==> src/hw/ccd_params.svh <==
`ifndef CCD_PARAMS_SVH
`define CCD_PARAMS_SVH

// Register addresses
`define CCD_A_D0_CNT 9'h190
`define CCD_A_D0_CTL 9'h191
`define CCD_A_C0_RTE 9'h192
`define CCD_A_D1_CNT 9'h193
`define CCD_A_D1_CTL 9'h194
`define CCD_A_C1_RTE 9'h195

// Cycle-count register fields
`define CCD_LOW_HI 7
`define CCD_LOW_LO 4
`define CCD_HIGH_HI 3
`define CCD_HIGH_LO 0

// Divider control register fields
`define CCD_BIT_BYPASS 7
`define CCD_BIT_IGN_SYNC 6
`define CCD_BIT_FORCE 5
`define CCD_BIT_START_HIGH 4
`define CCD_PHASE_HI 3
`define CCD_PHASE_LO 0

// Channel routing and power register fields
`define CCD_BIT_PWR_DOWN 2
`define CCD_BIT_DIRECT 1
`define CCD_BIT_DCC_DIS 0
`define CCD_RTE_MASK 8'h07

// Reset values
`define CCD_RST_D0_CNT 8'h77
`define CCD_RST_D1_CNT 8'h33
`define CCD_RST_CTL 8'h00
`define CCD_RST_RTE 8'h00
`define CCD_RD_UNMAPPED 8'h00

`endif

==> src/hw/ccd_pkg.sv <==
package ccd_pkg;
    typedef enum logic {ST_RUN, ST_DELAY} ccd_div_state_t;
    typedef logic [7:0] ccd_reg_t;
endpackage

==> src/hw/ccd_divider.sv <==
`timescale 1ns/10ps
module ccd_divider (
    // Clock and reset
    input wire logic clk_i,
    input wire logic rst_b_i,
    // Settings
    input wire logic [3:0] low_cnt_i,
    input wire logic [3:0] high_cnt_i,
    input wire logic [3:0] phase_i,
    input wire logic bypass_i,
    input wire logic ignore_sync_i,
    input wire logic force_i,
    input wire logic start_high_i,
    // Alignment and output
    input wire logic sync_i,
    output logic div_o
);

ccd_pkg::ccd_div_state_t state_q;
ccd_pkg::ccd_div_state_t state_d;
logic [3:0] cnt_q;
logic [3:0] cnt_d;
logic div_q;
logic div_d;
logic [3:0] len;

assign len = div_q ? high_cnt_i : low_cnt_i;
assign div_o = div_q;

////////////////////////////////////////////////////////////////////////
always_comb begin
    state_d = state_q;
    cnt_d = cnt_q;
    div_d = div_q;
    if (bypass_i) begin
        // Counter held idle; output follows the input rate.
        state_d = ccd_pkg::ST_RUN;
        cnt_d = 4'h0;
        div_d = ~div_q;
    end else if (ignore_sync_i && force_i) begin
        // Static level only while alignment is ignored.
        state_d = ccd_pkg::ST_RUN;
        cnt_d = 4'h0;
        div_d = start_high_i;
    end else if (sync_i && !ignore_sync_i) begin
        // Restart at start level at once; counting resumes after the phase offset.
        div_d = start_high_i;
        cnt_d = phase_i;
        state_d = (phase_i == 4'h0) ? ccd_pkg::ST_RUN : ccd_pkg::ST_DELAY;
    end else begin
        unique case (state_q)
            ccd_pkg::ST_DELAY: begin
                if (cnt_q == 4'h1) begin
                    state_d = ccd_pkg::ST_RUN;
                    cnt_d = 4'h0;
                end else begin
                    cnt_d = cnt_q - 4'h1;
                end
            end
            ccd_pkg::ST_RUN: begin
                // Greater-or-equal so a shortened count cannot stall.
                if (cnt_q >= len) begin
                    div_d = ~div_q;
                    cnt_d = 4'h0;
                end else begin
                    cnt_d = cnt_q + 4'h1;
                end
            end
        endcase
    end
end

always_ff @(posedge clk_i or negedge rst_b_i) begin
    if (!rst_b_i) begin
        state_q <= ccd_pkg::ST_RUN;
        cnt_q <= 4'h0;
        div_q <= 1'b0;
    end else begin
        state_q <= state_d;
        cnt_q <= cnt_d;
        div_q <= div_d;
    end
end

////////////////////////////////////////////////////////////////////////
logic normal;
assign normal = !bypass_i && !(ignore_sync_i && force_i)
    && !(sync_i && !ignore_sync_i);

property p_bypass_toggle;
    @(posedge clk_i) disable iff (!rst_b_i)
    bypass_i |=> (div_q != $past(div_q)) && (cnt_q == 4'h0);
endproperty
a_bypass_toggle: assert property (p_bypass_toggle)
    else $error("bypass did not pass the input rate");

property p_force_level;
    @(posedge clk_i) disable iff (!rst_b_i)
    !bypass_i && ignore_sync_i && force_i |=> div_q == $past(start_high_i);
endproperty
a_force_level: assert property (p_force_level)
    else $error("forced level wrong");

property p_sync_restart;
    @(posedge clk_i) disable iff (!rst_b_i)
    !bypass_i && sync_i && !ignore_sync_i
        |=> div_q == $past(start_high_i) && cnt_q == $past(phase_i);
endproperty
a_sync_restart: assert property (p_sync_restart)
    else $error("alignment restart wrong");

property p_sync_ignored;
    @(posedge clk_i) disable iff (!rst_b_i)
    !bypass_i && ignore_sync_i && !force_i && sync_i
        && state_q == ccd_pkg::ST_RUN && cnt_q < len
        |=> div_q == $past(div_q) && cnt_q == $past(cnt_q) + 4'h1;
endproperty
a_sync_ignored: assert property (p_sync_ignored)
    else $error("ignored alignment disturbed divider");

property p_toggle_at_end;
    @(posedge clk_i) disable iff (!rst_b_i)
    normal && state_q == ccd_pkg::ST_RUN && cnt_q == len
        |=> div_q != $past(div_q) && cnt_q == 4'h0;
endproperty
a_toggle_at_end: assert property (p_toggle_at_end)
    else $error("no toggle at count boundary");

property p_hold_low;
    @(posedge clk_i) disable iff (!rst_b_i)
    normal && state_q == ccd_pkg::ST_RUN && !div_q && cnt_q < low_cnt_i
        |=> !div_q;
endproperty
a_hold_low: assert property (p_hold_low)
    else $error("low phase too short");

property p_hold_high;
    @(posedge clk_i) disable iff (!rst_b_i)
    normal && state_q == ccd_pkg::ST_RUN && div_q && cnt_q < high_cnt_i
        |=> div_q;
endproperty
a_hold_high: assert property (p_hold_high)
    else $error("high phase too short");

property p_delay_hold;
    @(posedge clk_i) disable iff (!rst_b_i)
    normal && state_q == ccd_pkg::ST_DELAY
        |=> div_q == $past(div_q);
endproperty
a_delay_hold: assert property (p_delay_hold)
    else $error("output moved during phase delay");

endmodule

==> src/hw/ccd_channel.sv <==
`timescale 1ns/10ps
module ccd_channel (
    // Clock and reset
    input wire logic clk_i,
    input wire logic rst_b_i,
    // Routing settings
    input wire logic pwr_down_i,
    input wire logic direct_i,
    input wire logic route_block_i,
    input wire logic dcc_dis_i,
    // Clock sources
    input wire logic div_i,
    input wire logic clk_tog_i,
    // Group outputs
    output logic ch_clk_o,
    output logic ch_pd_o,
    output logic ch_dcc_en_o
);

logic clk_q;
logic clk_d;
logic pd_q;
logic pd_d;
logic dcc_q;
logic dcc_d;

always_comb begin
    pd_d = pwr_down_i;
    dcc_d = !dcc_dis_i;
    if (pwr_down_i) begin
        clk_d = 1'b0;
    end else if (direct_i && !route_block_i) begin
        clk_d = clk_tog_i;
    end else begin
        clk_d = div_i;
    end
end

always_ff @(posedge clk_i or negedge rst_b_i) begin
    if (!rst_b_i) begin
        clk_q <= 1'b0;
        pd_q <= 1'b0;
        dcc_q <= 1'b1;
    end else begin
        clk_q <= clk_d;
        pd_q <= pd_d;
        dcc_q <= dcc_d;
    end
end

assign ch_clk_o = clk_q;
assign ch_pd_o = pd_q;
assign ch_dcc_en_o = dcc_q;

////////////////////////////////////////////////////////////////////////
property p_pd;
    @(posedge clk_i) disable iff (!rst_b_i)
    pwr_down_i |=> !ch_clk_o && ch_pd_o;
endproperty
a_pd: assert property (p_pd)
    else $error("powered-down group still active");

property p_direct;
    @(posedge clk_i) disable iff (!rst_b_i)
    !pwr_down_i && direct_i && !route_block_i
        |=> ch_clk_o == $past(clk_tog_i);
endproperty
a_direct: assert property (p_direct)
    else $error("direct clock not routed");

property p_route_block;
    @(posedge clk_i) disable iff (!rst_b_i)
    !pwr_down_i && (!direct_i || route_block_i)
        |=> ch_clk_o == $past(div_i);
endproperty
a_route_block: assert property (p_route_block)
    else $error("divider not routed");

property p_dcc;
    @(posedge clk_i) disable iff (!rst_b_i)
    $changed(dcc_dis_i) |=> ch_dcc_en_o != $past(dcc_dis_i);
endproperty
a_dcc: assert property (p_dcc)
    else $error("duty-cycle correction enable wrong");

endmodule

==> src/hw/ccd_top.sv <==
// Overview of operation
// - Divider output stays low for low-cycle field [7:4] plus one cycles.
// - Divider output stays high for high-cycle field [3:0] plus one cycles.
// - After reset divider 0 counts are 7 and 7, divider 1 are 3.
// - Bypass idles the counter and passes the input clock to the output.
// - Ignore-sync clear obeys the alignment signal; set disregards it.
// - Force drives a static level, low or start-high, only with ignore-sync.
// - Force has no effect while bypassed; driver inversion stays usable.
// - Start-high picks the level the divided clock begins at; reset is low.
// - A four-bit phase offset in bits 3..0 shifts the output; resets zero.
// - Channel power-down puts all three group outputs into safe power-down.
// - Direct-to-output feeds the undivided clock unless routing blocks it.
// - Duty-cycle correction is on unless its disable bit is set.
// - The second group's controls act on its outputs like the first's.
`timescale 1ns/10ps
`include "ccd_params.svh"

module ccd_top (
    // Clock and reset
    input wire logic clk_i,
    input wire logic rst_b_i,

    // Register port
    input wire logic [8:0] reg_addr_i,
    input wire logic [7:0] reg_wdata_i,
    input wire logic reg_wr_i,
    input wire logic reg_rd_i,
    output logic [7:0] reg_rdata_o,

    // Chip-level alignment and global routing
    input wire logic sync_i,
    input wire logic route_block_i,

    // Channel group outputs
    output logic [1:0] ch_clk_o,
    output logic [1:0] ch_pd_o,
    output logic [1:0] ch_dcc_en_o
);

////////////////////////////////////////////////////////////////////////
// Register storage

ccd_pkg::ccd_reg_t cnt_q [2];
ccd_pkg::ccd_reg_t cnt_d [2];
ccd_pkg::ccd_reg_t ctl_q [2];
ccd_pkg::ccd_reg_t ctl_d [2];
ccd_pkg::ccd_reg_t rte_q [2];
ccd_pkg::ccd_reg_t rte_d [2];
ccd_pkg::ccd_reg_t rdata_q;
ccd_pkg::ccd_reg_t rdata_d;
logic after_rst_q;
logic after_rst_d;
logic clk_tog_q;
logic clk_tog_d;

always_comb begin
    for (int i = 0; i < 2; i++) begin
        cnt_d[i] = cnt_q[i];
        ctl_d[i] = ctl_q[i];
        rte_d[i] = rte_q[i];
    end
    // Writes to unmapped addresses are dropped silently
    if (reg_wr_i) begin
        case (reg_addr_i)
            `CCD_A_D0_CNT: begin
                cnt_d[0] = reg_wdata_i;
            end
            `CCD_A_D0_CTL: begin
                ctl_d[0] = reg_wdata_i;
            end
            `CCD_A_C0_RTE: begin
                rte_d[0] = reg_wdata_i & `CCD_RTE_MASK;
            end
            `CCD_A_D1_CNT: begin
                cnt_d[1] = reg_wdata_i;
            end
            `CCD_A_D1_CTL: begin
                ctl_d[1] = reg_wdata_i;
            end
            `CCD_A_C1_RTE: begin
                rte_d[1] = reg_wdata_i & `CCD_RTE_MASK;
            end
            default: begin
            end
        endcase
    end
end

always_ff @(posedge clk_i or negedge rst_b_i) begin
    if (!rst_b_i) begin
        cnt_q[0] <= `CCD_RST_D0_CNT;
        cnt_q[1] <= `CCD_RST_D1_CNT;
        ctl_q[0] <= `CCD_RST_CTL;
        ctl_q[1] <= `CCD_RST_CTL;
        rte_q[0] <= `CCD_RST_RTE;
        rte_q[1] <= `CCD_RST_RTE;
    end else begin
        for (int i = 0; i < 2; i++) begin
            cnt_q[i] <= cnt_d[i];
            ctl_q[i] <= ctl_d[i];
            rte_q[i] <= rte_d[i];
        end
    end
end

////////////////////////////////////////////////////////////////////////
// Read-back, one cycle after the read strobe; held between reads

always_comb begin
    rdata_d = rdata_q;
    if (reg_rd_i) begin
        case (reg_addr_i)
            `CCD_A_D0_CNT: begin
                rdata_d = cnt_q[0];
            end
            `CCD_A_D0_CTL: begin
                rdata_d = ctl_q[0];
            end
            `CCD_A_C0_RTE: begin
                rdata_d = rte_q[0];
            end
            `CCD_A_D1_CNT: begin
                rdata_d = cnt_q[1];
            end
            `CCD_A_D1_CTL: begin
                rdata_d = ctl_q[1];
            end
            `CCD_A_C1_RTE: begin
                rdata_d = rte_q[1];
            end
            default: begin
                rdata_d = `CCD_RD_UNMAPPED;
            end
        endcase
    end
end

always_ff @(posedge clk_i or negedge rst_b_i) begin
    if (!rst_b_i) begin
        rdata_q <= `CCD_RD_UNMAPPED;
    end else begin
        rdata_q <= rdata_d;
    end
end

assign reg_rdata_o = rdata_q;

////////////////////////////////////////////////////////////////////////
// Undivided clock as seen at this clock rate, and post-reset marker

always_comb begin
    // A toggle each cycle stands in for the raw input clock
    clk_tog_d = ~clk_tog_q;
    after_rst_d = 1'b1;
end

always_ff @(posedge clk_i or negedge rst_b_i) begin
    if (!rst_b_i) begin
        clk_tog_q <= 1'b0;
        after_rst_q <= 1'b0;
    end else begin
        clk_tog_q <= clk_tog_d;
        after_rst_q <= after_rst_d;
    end
end

////////////////////////////////////////////////////////////////////////
// Two identical divider and routing slices

logic [1:0] div_w;

for (genvar g = 0; g < 2; g++) begin : g_ch
    // Slice 1 mirrors slice 0 exactly, on its own registers.
    ccd_divider u_div (
        .clk_i(clk_i),
        .rst_b_i(rst_b_i),
        .low_cnt_i(cnt_q[g][`CCD_LOW_HI:`CCD_LOW_LO]),
        .high_cnt_i(cnt_q[g][`CCD_HIGH_HI:`CCD_HIGH_LO]),
        .phase_i(ctl_q[g][`CCD_PHASE_HI:`CCD_PHASE_LO]),
        .bypass_i(ctl_q[g][`CCD_BIT_BYPASS]),
        .ignore_sync_i(ctl_q[g][`CCD_BIT_IGN_SYNC]),
        .force_i(ctl_q[g][`CCD_BIT_FORCE]),
        .start_high_i(ctl_q[g][`CCD_BIT_START_HIGH]),
        .sync_i(sync_i),
        .div_o(div_w[g])
    );

    ccd_channel u_ch (
        .clk_i(clk_i),
        .rst_b_i(rst_b_i),
        .pwr_down_i(rte_q[g][`CCD_BIT_PWR_DOWN]),
        .direct_i(rte_q[g][`CCD_BIT_DIRECT]),
        .route_block_i(route_block_i),
        .dcc_dis_i(rte_q[g][`CCD_BIT_DCC_DIS]),
        .div_i(div_w[g]),
        .clk_tog_i(clk_tog_q),
        .ch_clk_o(ch_clk_o[g]),
        .ch_pd_o(ch_pd_o[g]),
        .ch_dcc_en_o(ch_dcc_en_o[g])
    );
end

////////////////////////////////////////////////////////////////////////
// Checks on the register file and the group outputs

property p_reset_counts;
    @(posedge clk_i) disable iff (!rst_b_i)
    !after_rst_q |-> cnt_q[0] == `CCD_RST_D0_CNT
        && cnt_q[1] == `CCD_RST_D1_CNT
        && ctl_q[0] == `CCD_RST_CTL && ctl_q[1] == `CCD_RST_CTL
        && rte_q[0] == `CCD_RST_RTE && rte_q[1] == `CCD_RST_RTE;
endproperty
a_reset_counts: assert property (p_reset_counts)
    else $error("reset values wrong");

property p_readback_rte;
    @(posedge clk_i) disable iff (!rst_b_i)
    reg_rd_i && reg_addr_i == `CCD_A_C0_RTE |=> reg_rdata_o[7:3] == 5'h00;
endproperty
a_readback_rte: assert property (p_readback_rte)
    else $error("unused routing bits not zero");

property p_write_then_read;
    @(posedge clk_i) disable iff (!rst_b_i)
    reg_wr_i && reg_addr_i == `CCD_A_D1_CNT ##1 reg_rd_i && !reg_wr_i
        && reg_addr_i == `CCD_A_D1_CNT
        |=> reg_rdata_o == $past(reg_wdata_i, 2);
endproperty
a_write_then_read: assert property (p_write_then_read)
    else $error("divider 1 counts not stored");

property p_pd_group1;
    @(posedge clk_i) disable iff (!rst_b_i)
    rte_q[1][`CCD_BIT_PWR_DOWN] |=> ch_pd_o[1] && !ch_clk_o[1];
endproperty
a_pd_group1: assert property (p_pd_group1)
    else $error("group 1 power-down ignored");

property p_start_low_default;
    @(posedge clk_i) disable iff (!rst_b_i)
    !after_rst_q |-> ch_clk_o == 2'b00 && ch_dcc_en_o == 2'b11;
endproperty
a_start_low_default: assert property (p_start_low_default)
    else $error("outputs not at default after reset");

// Read data stands until the next read strobe
property p_rdata_hold;
    @(posedge clk_i) disable iff (!rst_b_i)
    !reg_rd_i |=> $stable(reg_rdata_o);
endproperty
a_rdata_hold: assert property (p_rdata_hold)
    else $error("read data moved without a read");

property p_read_unmapped;
    @(posedge clk_i) disable iff (!rst_b_i)
    reg_rd_i && (reg_addr_i < `CCD_A_D0_CNT || reg_addr_i > `CCD_A_C1_RTE)
        |=> reg_rdata_o == `CCD_RD_UNMAPPED;
endproperty
a_read_unmapped: assert property (p_read_unmapped)
    else $error("unmapped read not zero");

property p_readback_rte1;
    @(posedge clk_i) disable iff (!rst_b_i)
    reg_rd_i && reg_addr_i == `CCD_A_C1_RTE |=> reg_rdata_o[7:3] == 5'h00;
endproperty
a_readback_rte1: assert property (p_readback_rte1)
    else $error("unused group 1 routing bits not zero");

property p_write_ctl0;
    @(posedge clk_i) disable iff (!rst_b_i)
    reg_wr_i && reg_addr_i == `CCD_A_D0_CTL |=> ctl_q[0] == $past(reg_wdata_i);
endproperty
a_write_ctl0: assert property (p_write_ctl0)
    else $error("divider 0 control not stored");

property p_write_rte1;
    @(posedge clk_i) disable iff (!rst_b_i)
    reg_wr_i && reg_addr_i == `CCD_A_C1_RTE
        |=> rte_q[1] == ($past(reg_wdata_i) & `CCD_RTE_MASK);
endproperty
a_write_rte1: assert property (p_write_rte1)
    else $error("group 1 routing not stored");

property p_pd_group0;
    @(posedge clk_i) disable iff (!rst_b_i)
    rte_q[0][`CCD_BIT_PWR_DOWN] |=> ch_pd_o[0] && !ch_clk_o[0];
endproperty
a_pd_group0: assert property (p_pd_group0)
    else $error("group 0 power-down ignored");

property p_dcc_group1;
    @(posedge clk_i) disable iff (!rst_b_i)
    rte_q[1][`CCD_BIT_DCC_DIS] |=> !ch_dcc_en_o[1];
endproperty
a_dcc_group1: assert property (p_dcc_group1)
    else $error("group 1 duty-cycle correction not disabled");

c_bypass0: cover property (@(posedge clk_i) disable iff (!rst_b_i)
    ctl_q[0][7] && ch_clk_o[0]);
c_sync_delay: cover property (@(posedge clk_i) disable iff (!rst_b_i)
    sync_i && ctl_q[1][3:0] != 4'h0 && !ctl_q[1][6]);
c_direct1: cover property (@(posedge clk_i) disable iff (!rst_b_i)
    rte_q[1][1] && !route_block_i && ch_clk_o[1]);
c_force_high: cover property (@(posedge clk_i) disable iff (!rst_b_i)
    ctl_q[0][6:4] == 3'b111 && ch_clk_o[0]);
c_blocked1: cover property (@(posedge clk_i) disable iff (!rst_b_i)
    rte_q[1][`CCD_BIT_DIRECT] && route_block_i);

endmodule

==> config.mk <==
export PLATFORM = sky130hd
export DESIGN_NAME = ccd_top
export DESIGN_NICKNAME = d
export VERILOG_FILES = /design/src/hw/ccd_pkg.sv /design/src/hw/ccd_divider.sv /design/src/hw/ccd_channel.sv /design/src/hw/ccd_top.sv
export VERILOG_INCLUDE_DIRS = /design/src /design/src/hw
export SDC_FILE = /design/constraint.sdc
export NUM_CORES = 1
export LEC_CHECK = 0
export BUFFER_PORTS_ARGS = -buffer_cell sky130_fd_sc_hd__buf_2
export CORE_AREA = 3 3 85 87
export CTS_CLUSTER_SIZE = 28
export DETAILED_ROUTE_END_ITERATION = 12
export DIE_AREA = 0 0 88 90
export PLACE_DENSITY = 0.76
export SYNTH_ARGS = -nofsm -noshare
export SYNTH_HDL_FRONTEND = slang
export SYNTH_SLANG_ARGS = --single-unit
==> constraint.sdc <==
create_clock -name clk_i -period 3.3 [get_ports clk_i]
set_input_delay 0.33 -clock clk_i [delete_from_list [all_inputs] [get_ports clk_i]]
set_output_delay 0.33 -clock clk_i [all_outputs]
set_load 0.01 [all_outputs]
==> flow_metrics.py <==
metrics = {
    "status": {
        "status": "finished clean",
    },
    "synth": {
        "ys_top_cells_by_area": "sky130_fd_sc_hd__dfrtp_1 (37%), sky130_fd_sc_hd__mux2_2 (15%), sky130_fd_sc_hd__dfstp_2 (8.8%), sky130_fd_sc_hd__ha_1 (4.9%), sky130_fd_sc_hd__mux2i_1 (3.3%)",
        "post-synth-top-area-fraction_pct": 36.9,
        "syn_avg_cell_area_sq_um": 11.3,
        "synth-seq-cells": 65,
        "number_of_instances_in_the_synthesized_netlist": 317,
        "synth_top_flop_cell": "sky130_fd_sc_hd__dfrtp_1",
        "synth-seq-area-share_pct": 45.7,
        "post_synth_instance_area_sq_mm": 0.00359,
        "edff_count_synth": 0,
        "yosys_warnings": 0,
        "yosys.cell_types.count": 53,
        "synth.net_count": 354,
        "synthArstFlopShare_pct": 100,
        "synth_top_area_cell": "sky130_fd_sc_hd__dfrtp_1",
    },
    "timing": {
        "finalWorstPathRequiredPeriod_ns": 2.46,
        "setup_viol": 0,
        "maxClockFrequency_mhz": 406,
        "final.setup_skew_ns": 0.00598,
        "finalHoldViolations": 0,
        "timing_max_transition_violations_final": 0,
        "timing.slew.headroom_pct": 47.6,
        "setup-tns-final_ns": 0,
        "period_share_pct": 74.6,
        "rsz0062_at_grt": "no",
        "worst_pin_slew_ns": 0.786,
    },
    "route": {
        "drt-total-wl_microns": 7710,
        "final_antenna_net_count": 0,
        "post-route-drc-count": 0,
        "vias": 2613,
        "detail_route.first_pass.iterations": 5,
        "dr.first_iter.drc_count": 184,
        "vias_per_cell": 6.06,
        "detail_route.wl_per_cell_microns": 17.9,
    },
    "die": {
        "initial_utilization_pct": 55.9,
        "dieArea_sq_mm": 0.00792,
        "die_height_microns": 90,
        "number_of_top_level_design_ports": 37,
        "floorplan.die.width_microns": 88,
        "row_count": 29,
        "core_area_sq_mm": 0.00642,
    },
    "global_routing": {
        "globalRouteOverflowTotal": 0,
        "first_global_vias": 2635,
        "grt_start_max_net_pins": 36,
        "grt_usage_pct": 21.1,
        "grt_antenna_before_repair": 0,
        "grt_pass1_wl_microns": 13100,
    },
    "worst_setup_path": {
        "r2r-start": "g_ch[0].u_div.div_o",
        "critical_path_capture_point_type": "register",
        "worst-setup-path-type": "reg2reg",
        "cp-startpoint": "g_ch[0].u_div.div_o",
        "startpoint_type": "register",
        "worstPathRequired_ns": 3.55,
        "critical_path_peak_fanout": 8,
        "cp_data_arrival_time_ns": 2.71,
    },
    "finish": {
        "fillCellCount": 519,
        "post_route_cell_area_sq_mm": 0.00399,
        "layout-drive-gt1-share_pct": 34.2,
        "syn_to_layout_area_delta_pct": 11.0,
        "combined_area_of_the_multi_input_logic_cells_sq_mm": 0.00179,
        "diodes": 0,
        "nets": 386,
        "sequential_cell_area_sq_mm": 0.00164,
    },
    "clock_network": {
        "cts-htree-levels": 3,
        "cts_sinks": 65,
        "clk_pin_slew_worst_paths_ns": 0.07,
        "clkLatencyLatePin_ns": 0.33,
        "ctsHoldBuffers": 0,
        "clock_path_buffers": 2,
        "ctsResizeCount": 0,
        "cts.repair_timing.setup_buffer_count": 0,
        "clk_root_buffer_cell": "sky130_fd_sc_hd__clkbuf_8",
        "tritoncts": "done",
        "cts_inserted_buffers": 9,
    },
    "flow_run": {
        "drv.max_cap_violation_count": 0,
    },
    "power": {
        "vdd_drop_max_v": 0.000286,
        "power-per-cell-area_mw_per_mm2": 468,
        "leakagePower_nw": 1.90,
    },
    "placed_design": {
        "gp_congestion": 0.906,
        "io_buffer_count": 36,
        "postPlaceCellArea_sq_mm": 0.00377,
        "hpwlAfterDp_microns": 5840,
    },
    "min_path": {
        "type_of_the_tightest_min_delay_check": "in2async",
    },
}
-- cell usage after synthesis (2+ instances only) --
cell                       count
sky130_fd_sc_hd__a21oi_1       5
sky130_fd_sc_hd__nand4_1       2
sky130_fd_sc_hd__a211oi_1      7
sky130_fd_sc_hd__dfrtp_1      53
sky130_fd_sc_hd__and3_1        2
sky130_fd_sc_hd__a22oi_1       5
sky130_fd_sc_hd__or4_1         3
sky130_fd_sc_hd__nand3b_4      2
sky130_fd_sc_hd__nand3_1       7
sky130_fd_sc_hd__xnor2_1       3
sky130_fd_sc_hd__a31oi_1       3
sky130_fd_sc_hd__inv_1        14
sky130_fd_sc_hd__buf_4         9
sky130_fd_sc_hd__nand3b_1      2
sky130_fd_sc_hd__a32oi_1       2
sky130_fd_sc_hd__buf_2         2
sky130_fd_sc_hd__ha_1         14
sky130_fd_sc_hd__o21a_1        2
sky130_fd_sc_hd__o21ai_0      10
sky130_fd_sc_hd__nor3b_1       2
sky130_fd_sc_hd__nor3_1        7
sky130_fd_sc_hd__o211ai_1      2
sky130_fd_sc_hd__clkbuf_1      4
sky130_fd_sc_hd__a211o_1       2
sky130_fd_sc_hd__nand2b_1      8
sky130_fd_sc_hd__nor2b_1       7
sky130_fd_sc_hd__o211a_1       2
sky130_fd_sc_hd__nand4b_1      3
sky130_fd_sc_hd__nor2_1       23
sky130_fd_sc_hd__dfstp_2      12
sky130_fd_sc_hd__a221o_1       5
sky130_fd_sc_hd__mux2_2       47
sky130_fd_sc_hd__nand2_1      15
sky130_fd_sc_hd__mux2i_1      12
-- state kept, by name (all words and copies together), names as in the netlist --
register               cells
rte_q                      6
ctl_q                     16
g_ch.u_ch.ch_clk_o         2
reg_rdata_o                8
g_ch.u_div.div_o           2
g_ch.u_ch.ch_dcc_en_o      2
cnt_q                     16
g_ch.u_ch.ch_pd_o          2
g_ch.u_div.state_q         2
clk_tog_q                  1
g_ch.u_div.cnt_q           8
-- routing by layer --
layer	GRT usage, %	up-vias	wire (microns)
met5	0	-	0
met1	30.7	1282	3560
met3	4.02	13	496
met4	9.59	0	141
met2	30.3	105	3510
li1	-	1213	-
-- area by class of cell --
cell class,count,share of cell area (%)
well taps,77,2.42
inverters,14,1.32
repair buffers,38,4.90
clock buffers,11,3.30
multi-input cells,221,44.9
clock inverters,5,2.01
flip-flops and latches,65,41.2
-- worst max-delay path, cell delays in order (launching register included) --
cell	delay (ns)
sky130_fd_sc_hd__dfrtp_1	0.53
sky130_fd_sc_hd__mux2_2	0.38
sky130_fd_sc_hd__ha_1	0.26
sky130_fd_sc_hd__nand2b_1	0.14
sky130_fd_sc_hd__a211o_1	0.32
sky130_fd_sc_hd__a211oi_2	0.37
sky130_fd_sc_hd__o211ai_1	0.15
sky130_fd_sc_hd__a211oi_1	0.22
-- layout by cell type, fill, tap and decap left out, drive strengths merged, types with 2 or more instances in the layout --
cell type,synthesis,routed
dfrtp,53,53
mux2,47,47
buf,13,38
nor2,23,23
nand2,16,16
inv,14,14
ha,14,14
mux2i,12,12
dfstp,12,12
clkbuf,4,11
o21ai,10,10
nand2b,8,8
a211oi,8,8
nor3,8,8
nand3,8,8
nor2b,7,7
a21oi,5,5
a22oi,5,5
a221o,5,5
nand3b,4,4
xnor2,3,3
or4,3,3
nand4b,3,3
a31oi,3,3
nor3b,3,3
o21a,2,2
o211a,2,2
nand4,2,2
a211o,2,2
o211ai,2,2
and3,2,2
a32oi,2,2
clkinvlp,0,2
bufinv,0,2
and2,2,2
-- path summary, 6_finish.rpt --
kind,endpoint,slack [ns],depth (start not counted)
min in group clk_i,reg_rdata_o[2],0.29,2
setup reg to reg,g_ch[0].u_div.cnt_q[2],0.84,7
hold reg to reg,g_ch[1].u_ch.ch_dcc_en_o,0.40,1
max in group asynchronous,cnt_q[13],2.44,2
setup / recovery,g_ch[0].u_div.cnt_q[2],0.84,7
hold / removal,rte_q[2],0.07,1
-- cell families (layout without fill, tap and decap cells) --
logic type               after synthesis  count (layout)  synth area share, %
AND/OR/NAND/NOR                       94              94                 15.6
flip-flops                            65              65                 45.7
multiplexers                          59              59                 18.1
AO/OA/AOI/OAI                         50              50                 10.3
buffers and inverters                 31              68                 4.46
adder cells (fa/ha/maj)               14              14                 4.88
XOR/XNOR                               4               4                0.976
-- power breakdown --
group / internal, mW / switching [mW]
combinational: 0.114 / 0.136
clock: 0.425 / 0.297
sequential: 0.840 / 0.0527
total: 1.38 / 0.486
-- per-stage QoR --
stage	hold WS (ns)	utilization, %	power, mW	worst slack [ns]	cells
after floorplan	0.0344	-	1.07	0.981	317
after global placement	0.394	58.8	1.15	0.972	415
after detailed placement	0.400	58.8	1.16	0.859	415
after CTS	0.0958	62.1	1.88	0.849	431
after global routing	0.122	62.1	1.96	0.695	431
final	0.0722	62.1	1.86	0.838	431
Note: power is estimated with default switching activity, not from simulation.
